`config.mk`:
```
export PLATFORM = sky130hd
export DESIGN_NAME = timing_polarity_std_select
export DESIGN_NICKNAME = d
export VERILOG_FILES = /design/src/core/timing_polarity_pkg.sv /design/src/core/timing_pol_if.sv /design/src/core/pin_sync.sv /design/src/core/polarity_stage.sv /design/src/core/timing_polarity_std_select.sv
export VERILOG_INCLUDE_DIRS = /design/src /design/src/core
export SDC_FILE = /design/constraint.sdc
export NUM_CORES = 1
export LEC_CHECK = 0
export BUFFER_PORTS_ARGS = -buffer_cell sky130_fd_sc_hd__buf_4
export CAP_MARGIN = 10
export CORE_MARGIN = 1.5
export CORE_UTILIZATION = 51
export CTS_BUF_LIST = sky130_fd_sc_hd__clkbuf_8
export CTS_CLUSTER_SIZE = 12
export DETAILED_ROUTE_END_ITERATION = 8
export PLACE_DENSITY_LB_ADDON = 0.05
export SLEW_MARGIN = 20
export SYNTH_ARGS = -nofsm -noshare
export SYNTH_HDL_FRONTEND = slang
export SYNTH_HIERARCHICAL = 1
export SYNTH_SLANG_ARGS = --single-unit
```
`constraint.sdc`:
```
create_clock -name pclk -period 1.7 [get_ports pclk]
set_input_delay 0.255 -clock pclk [delete_from_list [all_inputs] [get_ports pclk]]
set_output_delay 0.255 -clock pclk [all_outputs]
set_load 0.02 [all_outputs]
```
`src/core/timing_polarity_map.svh`:
```
// Register indexes, byte addresses, field positions and reset values of the timing config block.
`ifndef TIMING_POLARITY_MAP_SVH
`define TIMING_POLARITY_MAP_SVH

`define APB_ADDR_WIDTH          12
`define REG_WIDTH               16

`define IDX_STD_SOURCE_CTRL     8'h4C
`define IDX_HOST_VIDEO_STD      8'h4D
`define IDX_TIMING_POLARITY     8'h56
`define IDX_STANDARD_STATUS     8'h60

`define ADDR_STD_SOURCE_CTRL    ({2'h0, `IDX_STD_SOURCE_CTRL, 2'b00})
`define ADDR_HOST_VIDEO_STD     ({2'h0, `IDX_HOST_VIDEO_STD, 2'b00})
`define ADDR_TIMING_POLARITY    ({2'h0, `IDX_TIMING_POLARITY, 2'b00})
`define ADDR_STANDARD_STATUS    ({2'h0, `IDX_STANDARD_STATUS, 2'b00})

`define BIT_HOST_STD_SELECT     1
`define MSB_HOST_STD            5
`define BIT_POL_AFS             9
`define BIT_POL_TEN_FIELD       8
`define BIT_POL_DE              7
`define BIT_POL_FIELD           5
`define LSB_STATUS_PINS         8
`define BIT_STATUS_HOST_ACTIVE  15

`define MASK_STD_SOURCE_CTRL    16'h0002
`define MASK_HOST_VIDEO_STD     16'h003F
`define MASK_TIMING_POLARITY    16'h03A0

`define RST_STD_SOURCE_CTRL     16'h0000
`define RST_HOST_VIDEO_STD      16'h0000
`define RST_TIMING_POLARITY     16'h0000

`endif

```
`src/core/timing_polarity_pkg.sv`:
```
// Types shared by the timing polarity and standard select block.
package timing_polarity_pkg;

    typedef logic [5:0] video_std_type;

    typedef enum logic [1:0] {
        TOUT_AFS       = 2'b00,
        TOUT_TEN_FIELD = 2'b01,
        TOUT_DE        = 2'b10,
        TOUT_FIELD     = 2'b11
    } timing_out_type;

    typedef enum logic [2:0] {
        SEL_NONE      = 3'b000,
        SEL_CTRL      = 3'b001,
        SEL_HOST_STD  = 3'b010,
        SEL_POLARITY  = 3'b011,
        SEL_STATUS    = 3'b100
    } reg_sel_type;

endpackage

```
`src/core/timing_pol_if.sv`:
```
// Carrier between the timing shaper and the polarity output stage.
`timescale 1ns/100ps
`default_nettype none
interface timing_pol_if #(
    parameter int N = 4
);
    logic [N-1:0] raw;
    logic [N-1:0] invert;
    logic [N-1:0] present;
    logic [N-1:0] out;

    modport core (output raw, output invert, output present, input out);
    modport stage (input raw, input invert, input present, output out);
endinterface
`default_nettype wire

```
`src/core/pin_sync.sv`:
```
// Two-flop synchroniser for a vector of asynchronous pin levels.
`timescale 1ns/100ps
`default_nettype none
module pin_sync #(
    parameter int WIDTH = 6
) (
    input  wire logic             pclk,     // System clock.
    input  wire logic             presetn,  // Asynchronous reset, active low.
    input  wire logic [WIDTH-1:0] pin_in,   // Asynchronous pin levels.
    output logic      [WIDTH-1:0] pin_out   // Synchronised levels.
);
    logic [WIDTH-1:0] meta_q;
    logic [WIDTH-1:0] meta_d;
    logic [WIDTH-1:0] sync_q;
    logic [WIDTH-1:0] sync_d;

    always_comb begin
        meta_d = pin_in;
        sync_d = meta_q;
    end

    always_ff @(posedge pclk or negedge presetn) begin
        if (!presetn) begin
            meta_q <= '0;
            sync_q <= '0;
        end else begin
            meta_q <= meta_d;
            sync_q <= sync_d;
        end
    end

    assign pin_out = sync_q;
endmodule
`default_nettype wire

```
`src/core/polarity_stage.sv`:
```
// Registered polarity inversion of the timing outputs.
`timescale 1ns/100ps
`default_nettype none
module polarity_stage #(
    parameter int N = 4
) (
    input  wire logic   pclk,     // System clock.
    input  wire logic   presetn,  // Asynchronous reset, active low.
    timing_pol_if.stage pol       // Raw timing, inversion and presence bits.
);
    logic [N-1:0] out_q;
    logic [N-1:0] out_d;

    generate
        for (genvar i = 0; i < N; i++) begin : g_bit
            // An output whose source is absent stays low whatever its polarity bit.
            always_comb begin
                out_d[i] = pol.present[i] & (pol.raw[i] ^ pol.invert[i]);
            end
        end
    endgenerate

    always_ff @(posedge pclk or negedge presetn) begin
        if (!presetn) begin
            out_q <= '0;
        end else begin
            out_q <= out_d;
        end
    end

    assign pol.out = out_q;
endmodule
`default_nettype wire

```
`src/core/timing_polarity_std_select.sv`:
```
// Video standard source select and timing output polarity registers behind APB.
//
// The implementer's own choice: register access over APB.
`include "timing_polarity_map.svh"
`timescale 1ns/100ps
`default_nettype none
module timing_polarity_std_select #(
    parameter bit AUDIO_PRESENT = 1'b1  // Variant with audio clock generation.
) (
    input  wire logic                       pclk,                // APB clock, 25 MHz.
    input  wire logic                       presetn,             // Reset, active low.
    // The APB slave side follows.
    input  wire logic                       psel,                // APB select.
    input  wire logic                       penable,             // APB access phase.
    input  wire logic                       pwrite,              // APB write.
    input  wire logic [`APB_ADDR_WIDTH-1:0] paddr,               // APB byte address.
    input  wire logic [31:0]                pwdata,              // APB write data.
    input  wire logic [3:0]                 pstrb,               // APB byte strobes.
    output logic      [31:0]                prdata,              // APB read data.
    output logic                            pready,              // APB ready.
    output logic                            pslverr,             // APB error.
    // Strap pins and timing events follow.
    input  wire logic [5:0]                 video_standard_pins, // Standard strap pins.
    input  wire logic                       line_start,          // Pulse at each line start.
    input  wire logic                       aclk_div_reset,      // Pulse: dividers reset, line 1.
    input  wire logic                       ten_field_start,     // Pulse: ten-field sequence start.
    input  wire logic                       active_pixel,        // Active picture level.
    input  wire logic                       field_one,           // Field 1 level.
    // The effective standard and the shaped outputs follow.
    output logic      [5:0]                 video_standard,      // Effective output standard.
    output logic                            audio_frame_sync,    // Audio frame sync output.
    output logic                            ten_field_identifier, // Ten-field identifier output.
    output logic                            display_enable,      // Display enable output.
    output logic                            digital_field        // Digital field flag output.
);
    // Four outputs share one polarity stage.
    localparam int NOUT = 4;

    // Any address outside the map decodes as unmapped.
    function automatic timing_polarity_pkg::reg_sel_type decode(
        input logic [`APB_ADDR_WIDTH-1:0] addr
    );
        timing_polarity_pkg::reg_sel_type sel;
        sel = timing_polarity_pkg::SEL_NONE;

        case (addr)
            `ADDR_STD_SOURCE_CTRL: sel = timing_polarity_pkg::SEL_CTRL;
            `ADDR_HOST_VIDEO_STD:  sel = timing_polarity_pkg::SEL_HOST_STD;
            `ADDR_TIMING_POLARITY: sel = timing_polarity_pkg::SEL_POLARITY;
            `ADDR_STANDARD_STATUS: sel = timing_polarity_pkg::SEL_STATUS;
            default:               sel = timing_polarity_pkg::SEL_NONE;
        endcase
        return sel;
    endfunction

    // The mask keeps reserved bits at zero.
    function automatic logic [`REG_WIDTH-1:0] merge(
        input logic [`REG_WIDTH-1:0] old_val,
        input logic [31:0]           wdata,
        input logic [3:0]            strb,
        input logic [`REG_WIDTH-1:0] mask
    );
        logic [`REG_WIDTH-1:0] val;
        val = old_val;

        if (strb[0]) begin
            val[7:0] = wdata[7:0];
        end
        if (strb[1]) begin
            val[15:8] = wdata[15:8];
        end

        return val & mask;
    endfunction

    // These decode the held bus address.
    timing_polarity_pkg::reg_sel_type setup_sel;
    timing_polarity_pkg::reg_sel_type access_sel;
    logic                             setup_phase;
    logic                             write_access;

    // These hold the registers and the bus answer.
    logic [`REG_WIDTH-1:0] ctrl_q;
    logic [`REG_WIDTH-1:0] ctrl_d;
    logic [`REG_WIDTH-1:0] host_std_q;
    logic [`REG_WIDTH-1:0] host_std_d;
    logic [`REG_WIDTH-1:0] polarity_q;
    logic [`REG_WIDTH-1:0] polarity_d;
    logic [31:0]           rdata_q;
    logic [31:0]           rdata_d;
    logic                  err_q;
    logic                  err_d;

    // These carry the standard path.
    logic [5:0]            pins_sync;
    logic [5:0]            std_q;
    logic [5:0]            std_d;
    logic [`REG_WIDTH-1:0] status_val;

    // These hold the shaped timing levels.
    logic                  afs_q;
    logic                  afs_d;
    logic                  tfid_q;
    logic                  tfid_d;
    logic                  de_q;
    logic                  de_d;
    logic                  field_q;
    logic                  field_d;

    // The address holds through both phases.
    assign setup_sel    = decode(paddr);
    assign access_sel   = decode(paddr);
    assign setup_phase  = psel & ~penable;
    assign write_access = psel & penable & pwrite;

    // Register writes land on the access edge; reserved bits are never stored.
    always_comb begin
        ctrl_d     = ctrl_q;
        host_std_d = host_std_q;
        polarity_d = polarity_q;

        if (write_access) begin
            case (access_sel)
                timing_polarity_pkg::SEL_CTRL: begin
                    ctrl_d = merge(ctrl_q, pwdata, pstrb, `MASK_STD_SOURCE_CTRL);
                end
                timing_polarity_pkg::SEL_HOST_STD: begin
                    host_std_d = merge(host_std_q, pwdata, pstrb, `MASK_HOST_VIDEO_STD);
                end
                timing_polarity_pkg::SEL_POLARITY: begin
                    polarity_d = merge(polarity_q, pwdata, pstrb, `MASK_TIMING_POLARITY);
                end
                // Status and unmapped writes change nothing.
                default: begin
                    ctrl_d = ctrl_q;
                end
            endcase
        end
    end

    // Status shows what builds the output standard.
    always_comb begin
        status_val = '0;
        status_val[`MSB_HOST_STD:0] = std_q;
        status_val[`LSB_STATUS_PINS +: 6] = pins_sync;
        status_val[`BIT_STATUS_HOST_ACTIVE] = ctrl_q[`BIT_HOST_STD_SELECT];
    end

    // Read data and error are captured in the setup cycle; prdata leaves a flip-flop, pslverr is err_q gated by psel and penable.
    always_comb begin
        rdata_d = rdata_q;
        err_d   = err_q;

        if (setup_phase) begin
            err_d   = (setup_sel == timing_polarity_pkg::SEL_NONE);
            rdata_d = '0;
            // A write leaves zero as read data.
            if (!pwrite) begin
                case (setup_sel)
                    timing_polarity_pkg::SEL_CTRL:     rdata_d = {16'h0000, ctrl_q};
                    timing_polarity_pkg::SEL_HOST_STD: rdata_d = {16'h0000, host_std_q};
                    timing_polarity_pkg::SEL_POLARITY: rdata_d = {16'h0000, polarity_q};
                    timing_polarity_pkg::SEL_STATUS:   rdata_d = {16'h0000, status_val};
                    default:                           rdata_d = '0;
                endcase
            end
        end
    end

    // Reset gives default polarity and pin selection.
    always_ff @(posedge pclk or negedge presetn) begin
        if (!presetn) begin
            ctrl_q     <= `RST_STD_SOURCE_CTRL;
            host_std_q <= `RST_HOST_VIDEO_STD;
            polarity_q <= `RST_TIMING_POLARITY;
            rdata_q    <= '0;
            err_q      <= 1'b0;
        end else begin
            ctrl_q     <= ctrl_d;
            host_std_q <= host_std_d;
            polarity_q <= polarity_d;
            rdata_q    <= rdata_d;
            err_q      <= err_d;
        end
    end

    // Zero wait states; each access ends at once.
    assign prdata  = rdata_q;
    assign pready  = 1'b1;
    assign pslverr = psel & penable & err_q;

    // Strap pins are asynchronous to pclk.
    pin_sync #(
        .WIDTH (6)
    ) u_std_sync (
        .pclk    (pclk),
        .presetn (presetn),
        .pin_in  (video_standard_pins),
        .pin_out (pins_sync)
    );

    // The pins never reach the output while the host code is selected.
    always_comb begin
        if (ctrl_q[`BIT_HOST_STD_SELECT]) begin
            std_d = host_std_q[`MSB_HOST_STD:0];
        end else begin
            std_d = pins_sync;
        end
    end

    // Default-sense shaping of the timing outputs, one line held where needed.
    always_comb begin
        afs_d = afs_q;
        // A pulse and a line start together keep it set.
        if (aclk_div_reset) begin
            afs_d = 1'b1;
        end else if (line_start) begin
            afs_d = 1'b0;
        end

        tfid_d = tfid_q;
        if (ten_field_start) begin
            tfid_d = 1'b1;
        end else if (line_start) begin
            tfid_d = 1'b0;
        end

        de_d    = active_pixel;
        field_d = field_one;
    end

    // Shaping adds one cycle and the stage a second.
    always_ff @(posedge pclk or negedge presetn) begin
        if (!presetn) begin
            std_q   <= '0;
            afs_q   <= 1'b0;
            tfid_q  <= 1'b0;
            de_q    <= 1'b0;
            field_q <= 1'b0;
        end else begin
            std_q   <= std_d;
            afs_q   <= afs_d;
            tfid_q  <= tfid_d;
            de_q    <= de_d;
            field_q <= field_d;
        end
    end

    // The standard leaves a flip-flop.
    assign video_standard = std_q;

    // Levels and control bits travel as one bundle.
    timing_pol_if #(.N(NOUT)) pol ();

    always_comb begin
        pol.raw     = '0;
        pol.invert  = '0;
        pol.present = '1;

        pol.raw[timing_polarity_pkg::TOUT_AFS]          = afs_q;
        pol.raw[timing_polarity_pkg::TOUT_TEN_FIELD]    = tfid_q;
        pol.raw[timing_polarity_pkg::TOUT_DE]           = de_q;
        pol.raw[timing_polarity_pkg::TOUT_FIELD]        = field_q;

        pol.invert[timing_polarity_pkg::TOUT_AFS]       = polarity_q[`BIT_POL_AFS];
        pol.invert[timing_polarity_pkg::TOUT_TEN_FIELD] = polarity_q[`BIT_POL_TEN_FIELD];
        pol.invert[timing_polarity_pkg::TOUT_DE]        = polarity_q[`BIT_POL_DE];
        pol.invert[timing_polarity_pkg::TOUT_FIELD]     = polarity_q[`BIT_POL_FIELD];

        // Without audio the frame sync stays low.
        pol.present[timing_polarity_pkg::TOUT_AFS]      = AUDIO_PRESENT;
    end

    polarity_stage #(
        .N (NOUT)
    ) u_pol (
        .pclk    (pclk),
        .presetn (presetn),
        .pol     (pol.stage)
    );

    // Bits follow the output enumeration.
    assign audio_frame_sync     = pol.out[timing_polarity_pkg::TOUT_AFS];
    assign ten_field_identifier = pol.out[timing_polarity_pkg::TOUT_TEN_FIELD];
    assign display_enable       = pol.out[timing_polarity_pkg::TOUT_DE];
    assign digital_field        = pol.out[timing_polarity_pkg::TOUT_FIELD];
endmodule
`default_nettype wire

```
==> run metrics, run 1 <==
RSZ-0062 raised after global routing=no; TritonCTS clock tree=yes; Net Switching=547 uW; crit path kind=primary input to flop; CP max stage cell=mux2_2; CP max stage delay=0.36 ns; critical path fanouts, max=3; share of total power in combinational logic=10.7%; Post-CTS Resized=0; #FFs+latches synth=52; worst r2r path cells=3; max-slew violations=0; worst flop-to-flop path startpoint=ctrl_q[1]; Clk pwr share=32.2%; # IOs=108; top cells by area, synth=dfrtp_1 58%, mux2_2 8.6%, buf_4 6.4%; Clock Path Buffers=2; IO buf count=63; share of the synthesized area in the top cell type=58.5%; most common cell in the synthesized netlist=dfrtp_1; initial antenna violation count=0; max cap viols=0; Clock Skew=0.00425 ns; Yosys warnings=6; row count=23; Finish-stage setup viols=0; Nets=304; reg-to-reg setup timing slack=0.62 ns; PwrDens=785 nW/um^2; fmax=0.672 GHz; DRT Pass-1 Iters=4; DR vias/cell=5.05; part of the cycle the worst path needs=87.5%; Hold Path Sink=u_std_sync/meta_q[1]; Post-route DRC=0; Hold Buf Count CTS=1; clock period minus worst slack=1.49 ns; crit end category=flop; vias in the first global route=1,441; worst hold path depth=1; die area=4770 um^2; Area Overhead vs Synth=29.2%; DRT antenna net count=0; Max-slew headroom=57.4%; drt initial violations=68; crit path launch type=primary input; Seq/Total Area, Yosys=58.5%; crit path cell chain=buf_4 -> nor4_2 -> and4_1 -> buf_4 -> nor4b_2 -> mux2_2; CP required=1.89 ns; outcome=complete, no violations; Pleak=1.46 nW; Post-synth EDFFs=0; P_int=1.71 mW; gr ovfl total=0; critical path buffer and inverter count=2; layout cells sized above 1=45.2%; Hold Crit Class=primary input to flop; CTS root buf=clkbuf_8; commonest register cell after synthesis=dfrtp_1; Detailed Place HPWL=3.22 mm; WL/cell=14.7 um; Post-Syn Area=2220 um^2; Yosys top cell by area=dfrtp_1; GR Util All Layers=18.9%; FFs w/ async S/R, synth=100%; sw frac=24.2%; Die Y=69.0 um; Design Power=2.26 mW; top post-synthesis cells by count=52 x dfrtp_1, 19 x buf_4, 17 x mux2_2, 11 x a22o_1, 10 x and2_1; H-tree Lvls=2; Core ar.=4090 um^2; Top delay family on crit path=simple AND/OR/NAND/NOR gates; post-synth cell types=34; Routed WL=4.27 mm; Syn Area/Cell=14.0 um^2; Arrival @ worst endpoint=1.68 ns; final hold violations=0; worst slew pin tran=0.639 ns; Hold Crit Start=video_standard_pins[1]; starting density of the core=54.4%; Synth Instances=159; FF-to-FF End=prdata[1]; Worst-path clk slew=0.09 ns; setup bufs post-CTS=0; first-pass GRT wire length=7.15 mm; hold_ws=0.0533 ns; Ant. Diodes=0; Worst-Skew Late Latency=0.30 ns; Final GP Congestion=0.866; CP dominant cell by count=buf_4; maximum VDD drop=0.644 mV; Num CTS Buffers=5; share of power burned in registers=57.1%; largest net degree at the start of global routing=53; # clock sinks=52; die span in x=69.0 um; vias=1,469
[metrics by stage]
step	instances	setup WS (ns)	area [um^2]	TNS, ns	util [%]
after floorplan	180	0.142	2300	0	-
after global placement	282	-0.0355	2770	-0.188	67.7
after detailed placement	282	-0.103	2770	-0.667	67.7
after CTS	291	0.207	2870	0	70.3
after global routing	291	0.155	2870	0	70.3
final	291	0.212	2870	0	70.3
[flip-flops by register name, summed over array words and instances (netlist names)]
| signal | count |
|---|---|
| polarity_q | 4 |
| u_std_sync/pin_out | 6 |
| u_std_sync/meta_q | 6 |
| field_q | 1 |
| ctrl_q | 1 |
| de_q | 1 |
| host_std_q | 6 |
| err_q | 1 |
| video_standard | 6 |
| u_pol/pol.out | 4 |
| tfid_q | 1 |
| prdata | 14 |
| afs_q | 1 |
[placed cells by master, fill, tap and decap left out, drive strengths merged, types with 2 or more instances in the layout]
| master | Yosys | routed |
|---|---|---|
| a21o | 2 | 2 |
| a221o | 4 | 4 |
| a22o | 11 | 11 |
| and2 | 11 | 11 |
| and3 | 2 | 2 |
| buf | 20 | 74 |
| clkbuf | 2 | 6 |
| conb | 2 | 23 |
| dfrtp | 52 | 52 |
| inv | 2 | 3 |
| mux2 | 17 | 17 |
| nand2 | 4 | 4 |
| nand3 | 5 | 5 |
| nor4 | 2 | 2 |
| nor4b | 4 | 4 |
| o21ai | 3 | 3 |
| xor2 | 4 | 4 |
[per-layer routing]
metal / global-route usage [%] / up-vias / wire, um
met5: 0 / - / 0
met4: 5.88 / 0 / 61
met3: 5.41 / 6 / 310
met2: 30.3 / 60 / 2060
met1: 25.0 / 713 / 1830
li1: - / 690 / -
[layout make-up]
class	instances	area [um^2]
flip-flops and latches	52	1300
well taps	50	62.6
clock buffers	6	82.6
inverters	2	7.51
multi-input cells	104	841
fillers	320	1210
repair buffers	75	566
clock inverters	2	13.8
[how the worst max path moves through the flow]
stage / from / endpoint / slack (ns) / cells past startpoint
floorplan: paddr[11] / host_std_q[0] / 0.14 / 4
global placement: paddr[11] / ctrl_q[1] / -0.04 / 6
detailed placement: paddr[11] / ctrl_q[1] / -0.10 / 6
CTS: paddr[11] / ctrl_q[1] / 0.21 / 6
global route: paddr[11] / ctrl_q[1] / 0.15 / 6
finish: paddr[11] / ctrl_q[1] / 0.21 / 6
[kinds of logic (layout without fill, tap and decap cells)]
| logic type | after synthesis | in the layout | synth area share (%) |
|---|---|---|---|
| flip-flops | 52 | 52 | 58.5 |
| AND/OR/NAND/NOR | 36 | 36 | 13.9 |
| buffers and inverters | 24 | 85 | 7.26 |
| AO/OA/AOI/OAI | 23 | 23 | 9.34 |
| multiplexers | 18 | 18 | 9.05 |
| XOR/XNOR | 4 | 4 | 1.57 |
| other | 2 | 23 | 0.338 |
[power groups by stage]
stage / Sequential (mW) / Clock (mW) / Combinational, mW
6_report: 1.29 / 0.727 / 0.241
5_1_grt: 1.29 / 0.816 / 0.261
4_1_cts: 1.29 / 0.747 / 0.243
3_5_place_dp: 1.31 / 0 / 0.240
3_3_place_gp: 1.31 / 0 / 0.234
2_1_floorplan: 1.33 / 0 / 0.116
Power figures use the tool's default switching activity.
==> inputs of run 2 (changes only) <==
- CORE_UTILIZATION: 51 -> 50
- HOLD_SLACK_MARGIN: not set -> 0.05
- RECOVER_POWER: not set -> 100
==> run 2 against run 1 <==
  * Clock skew about the same
  * Worst setup slack got worse by 0.054 ns
  * Cell area decreased by 1.9%
==> run metrics, run 2 (synthesis results as in run 1) <==
Design Area, Final=2820 um^2 (-1.9%); die span in x=69.7 um (+0.95%); Top delay family on crit path=simple AND/OR/NAND/NOR gates; CTS root buf=clkbuf_8; Nets=311 (+2.3%); initial antenna violation count=0 (unchanged); Routed WL=4.24 mm (-0.68%); row count=24 (+4.3%); Clock Skew=0.00423 ns (-0.0000226 ns); critical path fanouts, max=3 (unchanged); Clock Path Buffers=2 (unchanged); vias in the first global route=1,490 (+3.4%); Post-CTS Resized=0 (unchanged); IO buf count=63 (unchanged); Finish-stage setup viols=0 (unchanged); max-slew violations=0 (unchanged); # IOs=108 (unchanged); crit path cell chain=clkbuf_4 -> nor4_1 -> and4_1 -> clkbuf_1 -> nor4b_2 -> mux2_2; clock period minus worst slack=1.54 ns (+0.0536 ns); GR Util All Layers=18.4% (-0.57 points); FF-to-FF End=prdata[1]; PnR worst setup slack=0.158 ns (-0.0536 ns); DRT antenna net count=0 (unchanged); Detailed Place HPWL=3.09 mm (-3.9%); Layout Utilization=65.2% (-5.1 points); RSZ-0062 raised after global routing=no; Area after DPL=2760 um^2 (-0.18%); CP max stage cell=mux2_2; DRT Pass-1 Iters=4 (unchanged); reg-to-reg setup timing slack=0.58 ns (-0.04 ns); WL/cell=14.1 um (-3.7%); Worst setup endpoint=ctrl_q[1]; crit path kind=primary input to flop; Final GP Congestion=0.829 (-4.3%); Multi-input gate area=811 um^2 (-3.6%); worst flop-to-flop path startpoint=ctrl_q[1]; Design Power=2.25 mW (-0.49%); hold_ws=0.129 ns (+0.0762 ns); Ant. Diodes=0 (unchanged); Max-slew headroom=57.9% (+0.52 points); Worst-path clk slew=0.09 ns (about the same); worst r2r path cells=3 (unchanged); Worst-Skew Late Latency=0.29 ns (about the same); Pleak=1.37 nW (-6.3%); worst slew pin tran=0.631 ns (-0.00773 ns); max FFs per register=14 (unchanged); maximum VDD drop=0.645 mV (+0.20%); Die Y=69.7 um (+0.95%); outcome=complete, no violations; Post-route DRC=0 (unchanged); H-tree Lvls=2 (unchanged); critical path buffer and inverter count=2 (unchanged); Critical path origin=paddr[11]; part of the cycle the worst path needs=90.7% (+3.2 points); CP required=1.89 ns (about the same); Hold Crit Class=primary input to flop; Inst Count DP=283 (+0.35%); commonest non-fill, non-tap cells in the layout=52 x dfrtp_1, 37 x buf_4, 26 x clkbuf_1; fill count=356 (+11%); largest net degree at the start of global routing=53 (unchanged); DR vias/cell=5.02 (-0.56%); starting density of the core=51.4% (-3.0 points); most common cell after layout, fill and taps aside=dfrtp_1; Core ar.=4320 um^2 (+5.8%); Area Overhead vs Synth=26.7%; CP max stage delay=0.36 ns (about the same); final hold violations=0 (unchanged); max cap viols=0 (unchanged); drt initial violations=55 (-19%); # clock sinks=52 (unchanged); count of non-filler cells in the finished layout=300 (+3.1%); Num CTS Buffers=5 (unchanged); TritonCTS clock tree=yes; first-pass GRT wire length=6.89 mm (-3.7%); PwrDens=797 nW/um^2 (+1.5%); vias=1,506 (+2.5%); cell depth of the worst setup path=6 (unchanged); sequential cell area=1300 um^2 (unchanged); layout cells sized above 1=32.3% (-13 points); gr ovfl total=0 (unchanged); crit end category=flop; TNS Setup=0 ns (unchanged); die area=4860 um^2 (+1.9%); crit path launch type=primary input; post-place setup slack=-0.0514 ns (+0.0518 ns); fmax=0.649 GHz (-3.5%); Arrival @ worst endpoint=1.73 ns (+0.05 ns)
==> run 2: worst min path at each step <==
stage	startpoint	endpoint	slack, ns	cells past startpoint
global placement	presetn	u_pol/pol.out[2]	0.31	1
CTS	field_one	field_q	0.05	1
floorplan	presetn	afs_q	-0.04	0
global route	ten_field_start	tfid_q	0.12	2
detailed placement	presetn	u_pol/pol.out[3]	0.32	1
finish	ten_field_start	tfid_q	0.13	2
==> run 2: timing repair <==
item,in CTS,in global routing
hold buffers,8,1
endpoints found under the hold margin,59,1
buffers inserted,0,0
==> run 2: report_power, final <==
part           total [mW]  internal (mW)  leakage [nW]  switching, mW
Sequential           1.29           1.27         0.666         0.0169
Combinational       0.236          0.101         0.649          0.135
Clock               0.721          0.333        0.0516          0.388
==> run 2: routing by layer <==
| layer | share of wire, % | track usage [%] | vias up |
|---|---|---|---|
| met1 | 44 | 23.9 | 736 |
| met4 | 1.2 | 6.41 | 0 |
| met5 | 0 | 0 | - |
| li1 | - | - | 705 |
| met2 | 48 | 29.7 | 61 |
| met3 | 6.1 | 5.23 | 4 |
==> run 2: area by class of cell <==
class | count | share of cell area (%)
Multi-Input combinational cell | 104 | 28.8
Inverter | 2 | 0.266
Timing Repair Buffer | 82 | 19.1
Clock buffer | 6 | 2.93
Clock inverter | 2 | 0.488
Tap cell | 52 | 2.31
Sequential cell | 52 | 46.2
==> inputs of run 3 (changes only) <==
- CORE_UTILIZATION: 50 -> 51
==> run 3 against run 2 <==
  * Highest routed layer unchanged
  * Clock skew is 0.00065 ns higher
  * Flip-flop and latch count did not move
  * Sequential power about the same
  * Utilization increased by 3.8 points
  * Maximum frequency shrank 3.5%
  * Clock power is 0.7% higher
  * Largest power group unchanged
  * Non-clock buffer count increased by 1
  * Worst hold slack got worse by 0.0039 ns
  * Worst setup slack worse by 0.056 ns
  * Largest cell class unchanged
  * Global-route usage grew 0.69 points
  * Combinational power hardly changed
  * Via count down 0.13%
==> run metrics, run 3 (synthesis results as in run 1) <==
# IOs=108 (unchanged); Worst-path clk slew=0.09 ns (about the same); outcome=complete, no violations; Post-route DRC=0 (unchanged); max cap viols=0 (unchanged); reg-to-reg setup timing slack=0.61 ns (+0.03 ns); largest net degree at the start of global routing=53 (unchanged); first-pass GRT wire length=7.20 mm (+4.5%); Max-slew headroom=25.9% (-32 points); vias in the first global route=1,459 (-2.1%); TritonCTS clock tree=yes; die span in x=69.0 um (-0.94%); # clock sinks=52 (unchanged); gr ovfl total=0 (unchanged); WL/cell=14.5 um (+2.5%); H-tree Lvls=2 (unchanged); row count=23 (-4.2%); critical path fanouts, max=6 (+3); Arrival @ worst endpoint=1.79 ns (+0.06 ns); Area after DPL=2770 um^2 (+0.18%); Ant. Diodes=0 (unchanged); Hold Crit Class=primary input to flop; DRT antenna net count=0 (unchanged); part of the cycle the worst path needs=94.0% (+3.3 points); Pleak=1.38 nW (+0.71%); Detailed Place HPWL=3.22 mm (+4.1%); RSZ-0062 raised after global routing=no; CTS root buf=clkbuf_8; maximum VDD drop=0.645 mV (about the same); crit end category=flop; clock period minus worst slack=1.60 ns (+0.0564 ns); Clock Skew=0.00488 ns (+0.000655 ns); worst slew pin tran=1.11 ns (+0.480 ns); TNS Setup=0 ns (unchanged); crit path cell chain=clkbuf_4 -> nor4_1 -> and4_1 -> nor3b_4 -> clkbuf_2 -> mux2_2; layout cells sized above 1=32.9% (+0.67 points); Area Overhead vs Synth=26.7% (unchanged); fmax=0.626 GHz (-3.5%); Finish-stage setup viols=0 (unchanged); Num CTS Buffers=5 (unchanged); initial antenna violation count=0 (unchanged); vias=1,504 (-0.13%); crit path launch type=primary input; Nets=312 (+0.32%); Critical path origin=paddr[11]; Design Power=2.25 mW (+0.24%); CP max stage cell=nor4_1; worst flop-to-flop path startpoint=ctrl_q[1]; Final GP Congestion=0.866 (+4.5%); Die Y=69.0 um (-0.94%); Clock Path Buffers=2 (unchanged); DR vias/cell=5.03 (+0.20%); worst hold path depth=2 (unchanged); setup bufs post-CTS=0 (unchanged); CP required=1.89 ns (about the same); commonest non-fill, non-tap cells in the layout=52 x dfrtp_1, 37 x buf_4, 25 x clkbuf_1; Design Area, Final=2820 um^2 (unchanged); starting density of the core=54.4% (+3.0 points); crit path kind=primary input to flop; final hold violations=0 (unchanged); most common cell after layout, fill and taps aside=dfrtp_1; GR Util All Layers=19.1% (+0.69 points); PwrDens=799 nW/um^2 (+0.24%); CP max stage delay=0.35 ns (about the same); max FFs per register=14 (unchanged); Routed WL=4.33 mm (+2.1%); FF-to-FF End=prdata[1]; Worst setup endpoint=host_std_q[5]; IO buf count=63 (unchanged); drt initial violations=92 (+67%); DRT Pass-1 Iters=4 (unchanged); die area=4770 um^2 (-1.9%); max-slew violations=0 (unchanged); worst r2r path cells=3 (unchanged); Worst-Skew Late Latency=0.30 ns (about the same); Core ar.=4090 um^2 (-5.5%)
[run 3: metrics by stage]
| step | worst slack (ns) | util [%] | cells | hold WS, ns |
|---|---|---|---|---|
| finish | 0.102 | 69.0 | 299 | 0.126 |
| global route | 0.0783 | 69.0 | 299 | 0.115 |
| CTS | 0.207 | 71.3 | 295 | 0.0513 |
| detailed placement | -0.103 | 67.7 | 282 | 0.321 |
| global placement | -0.0355 | 67.7 | 282 | 0.306 |
| floorplan | 0.142 | - | 180 | -0.0406 |
[run 3: worst min-delay path by stage]
stage,from,endpoint,slack (ns)
after global placement,presetn,u_pol/pol.out[3],0.31
final,ten_field_start,tfid_q,0.13
after global routing,ten_field_start,tfid_q,0.12
after floorplan,presetn,afs_q,-0.04
after detailed placement,presetn,field_q,0.32
after CTS,field_one,field_q,0.05
[run 3: metal layers]
| layer | wire length (um) | track usage (%) |
|---|---|---|
| met1 | 1880 | 25.0 |
| met2 | 2090 | 30.8 |
| met4 | 61 | 5.88 |
| met5 | 0 | 0 |
| met3 | 304 | 5.41 |
[run 3: area by class of cell]
| class | count | area (um^2) |
|---|---|---|
| flip-flops and latches | 52 | 1300 |
| fillers | 339 | 1270 |
| multi-input cells | 104 | 807 |
| repair buffers | 83 | 544 |
| clock buffers | 6 | 82.6 |
| well taps | 50 | 62.6 |
| clock inverters | 2 | 13.8 |
| inverters | 2 | 7.51 |
[run 3: repair_timing]
item,4_1_cts,5_1_grt
hold buffers,5,4
gates resized for setup,0,0
hold endpoints to repair,56,4
[run 3: critical path, delay by kind of cell]
kind,cells,cell delay [ns]
and+or+nand+nor,3,0.85
muxes,1,0.35
buffers and inverters,2,0.34
[run 3: power breakdown]
group	total, mW	internal, mW	leakage [nW]	switching, mW
logic	0.236	0.102	0.658	0.135
clock network	0.726	0.333	0.0516	0.393
registers	1.29	1.27	0.666	0.0169
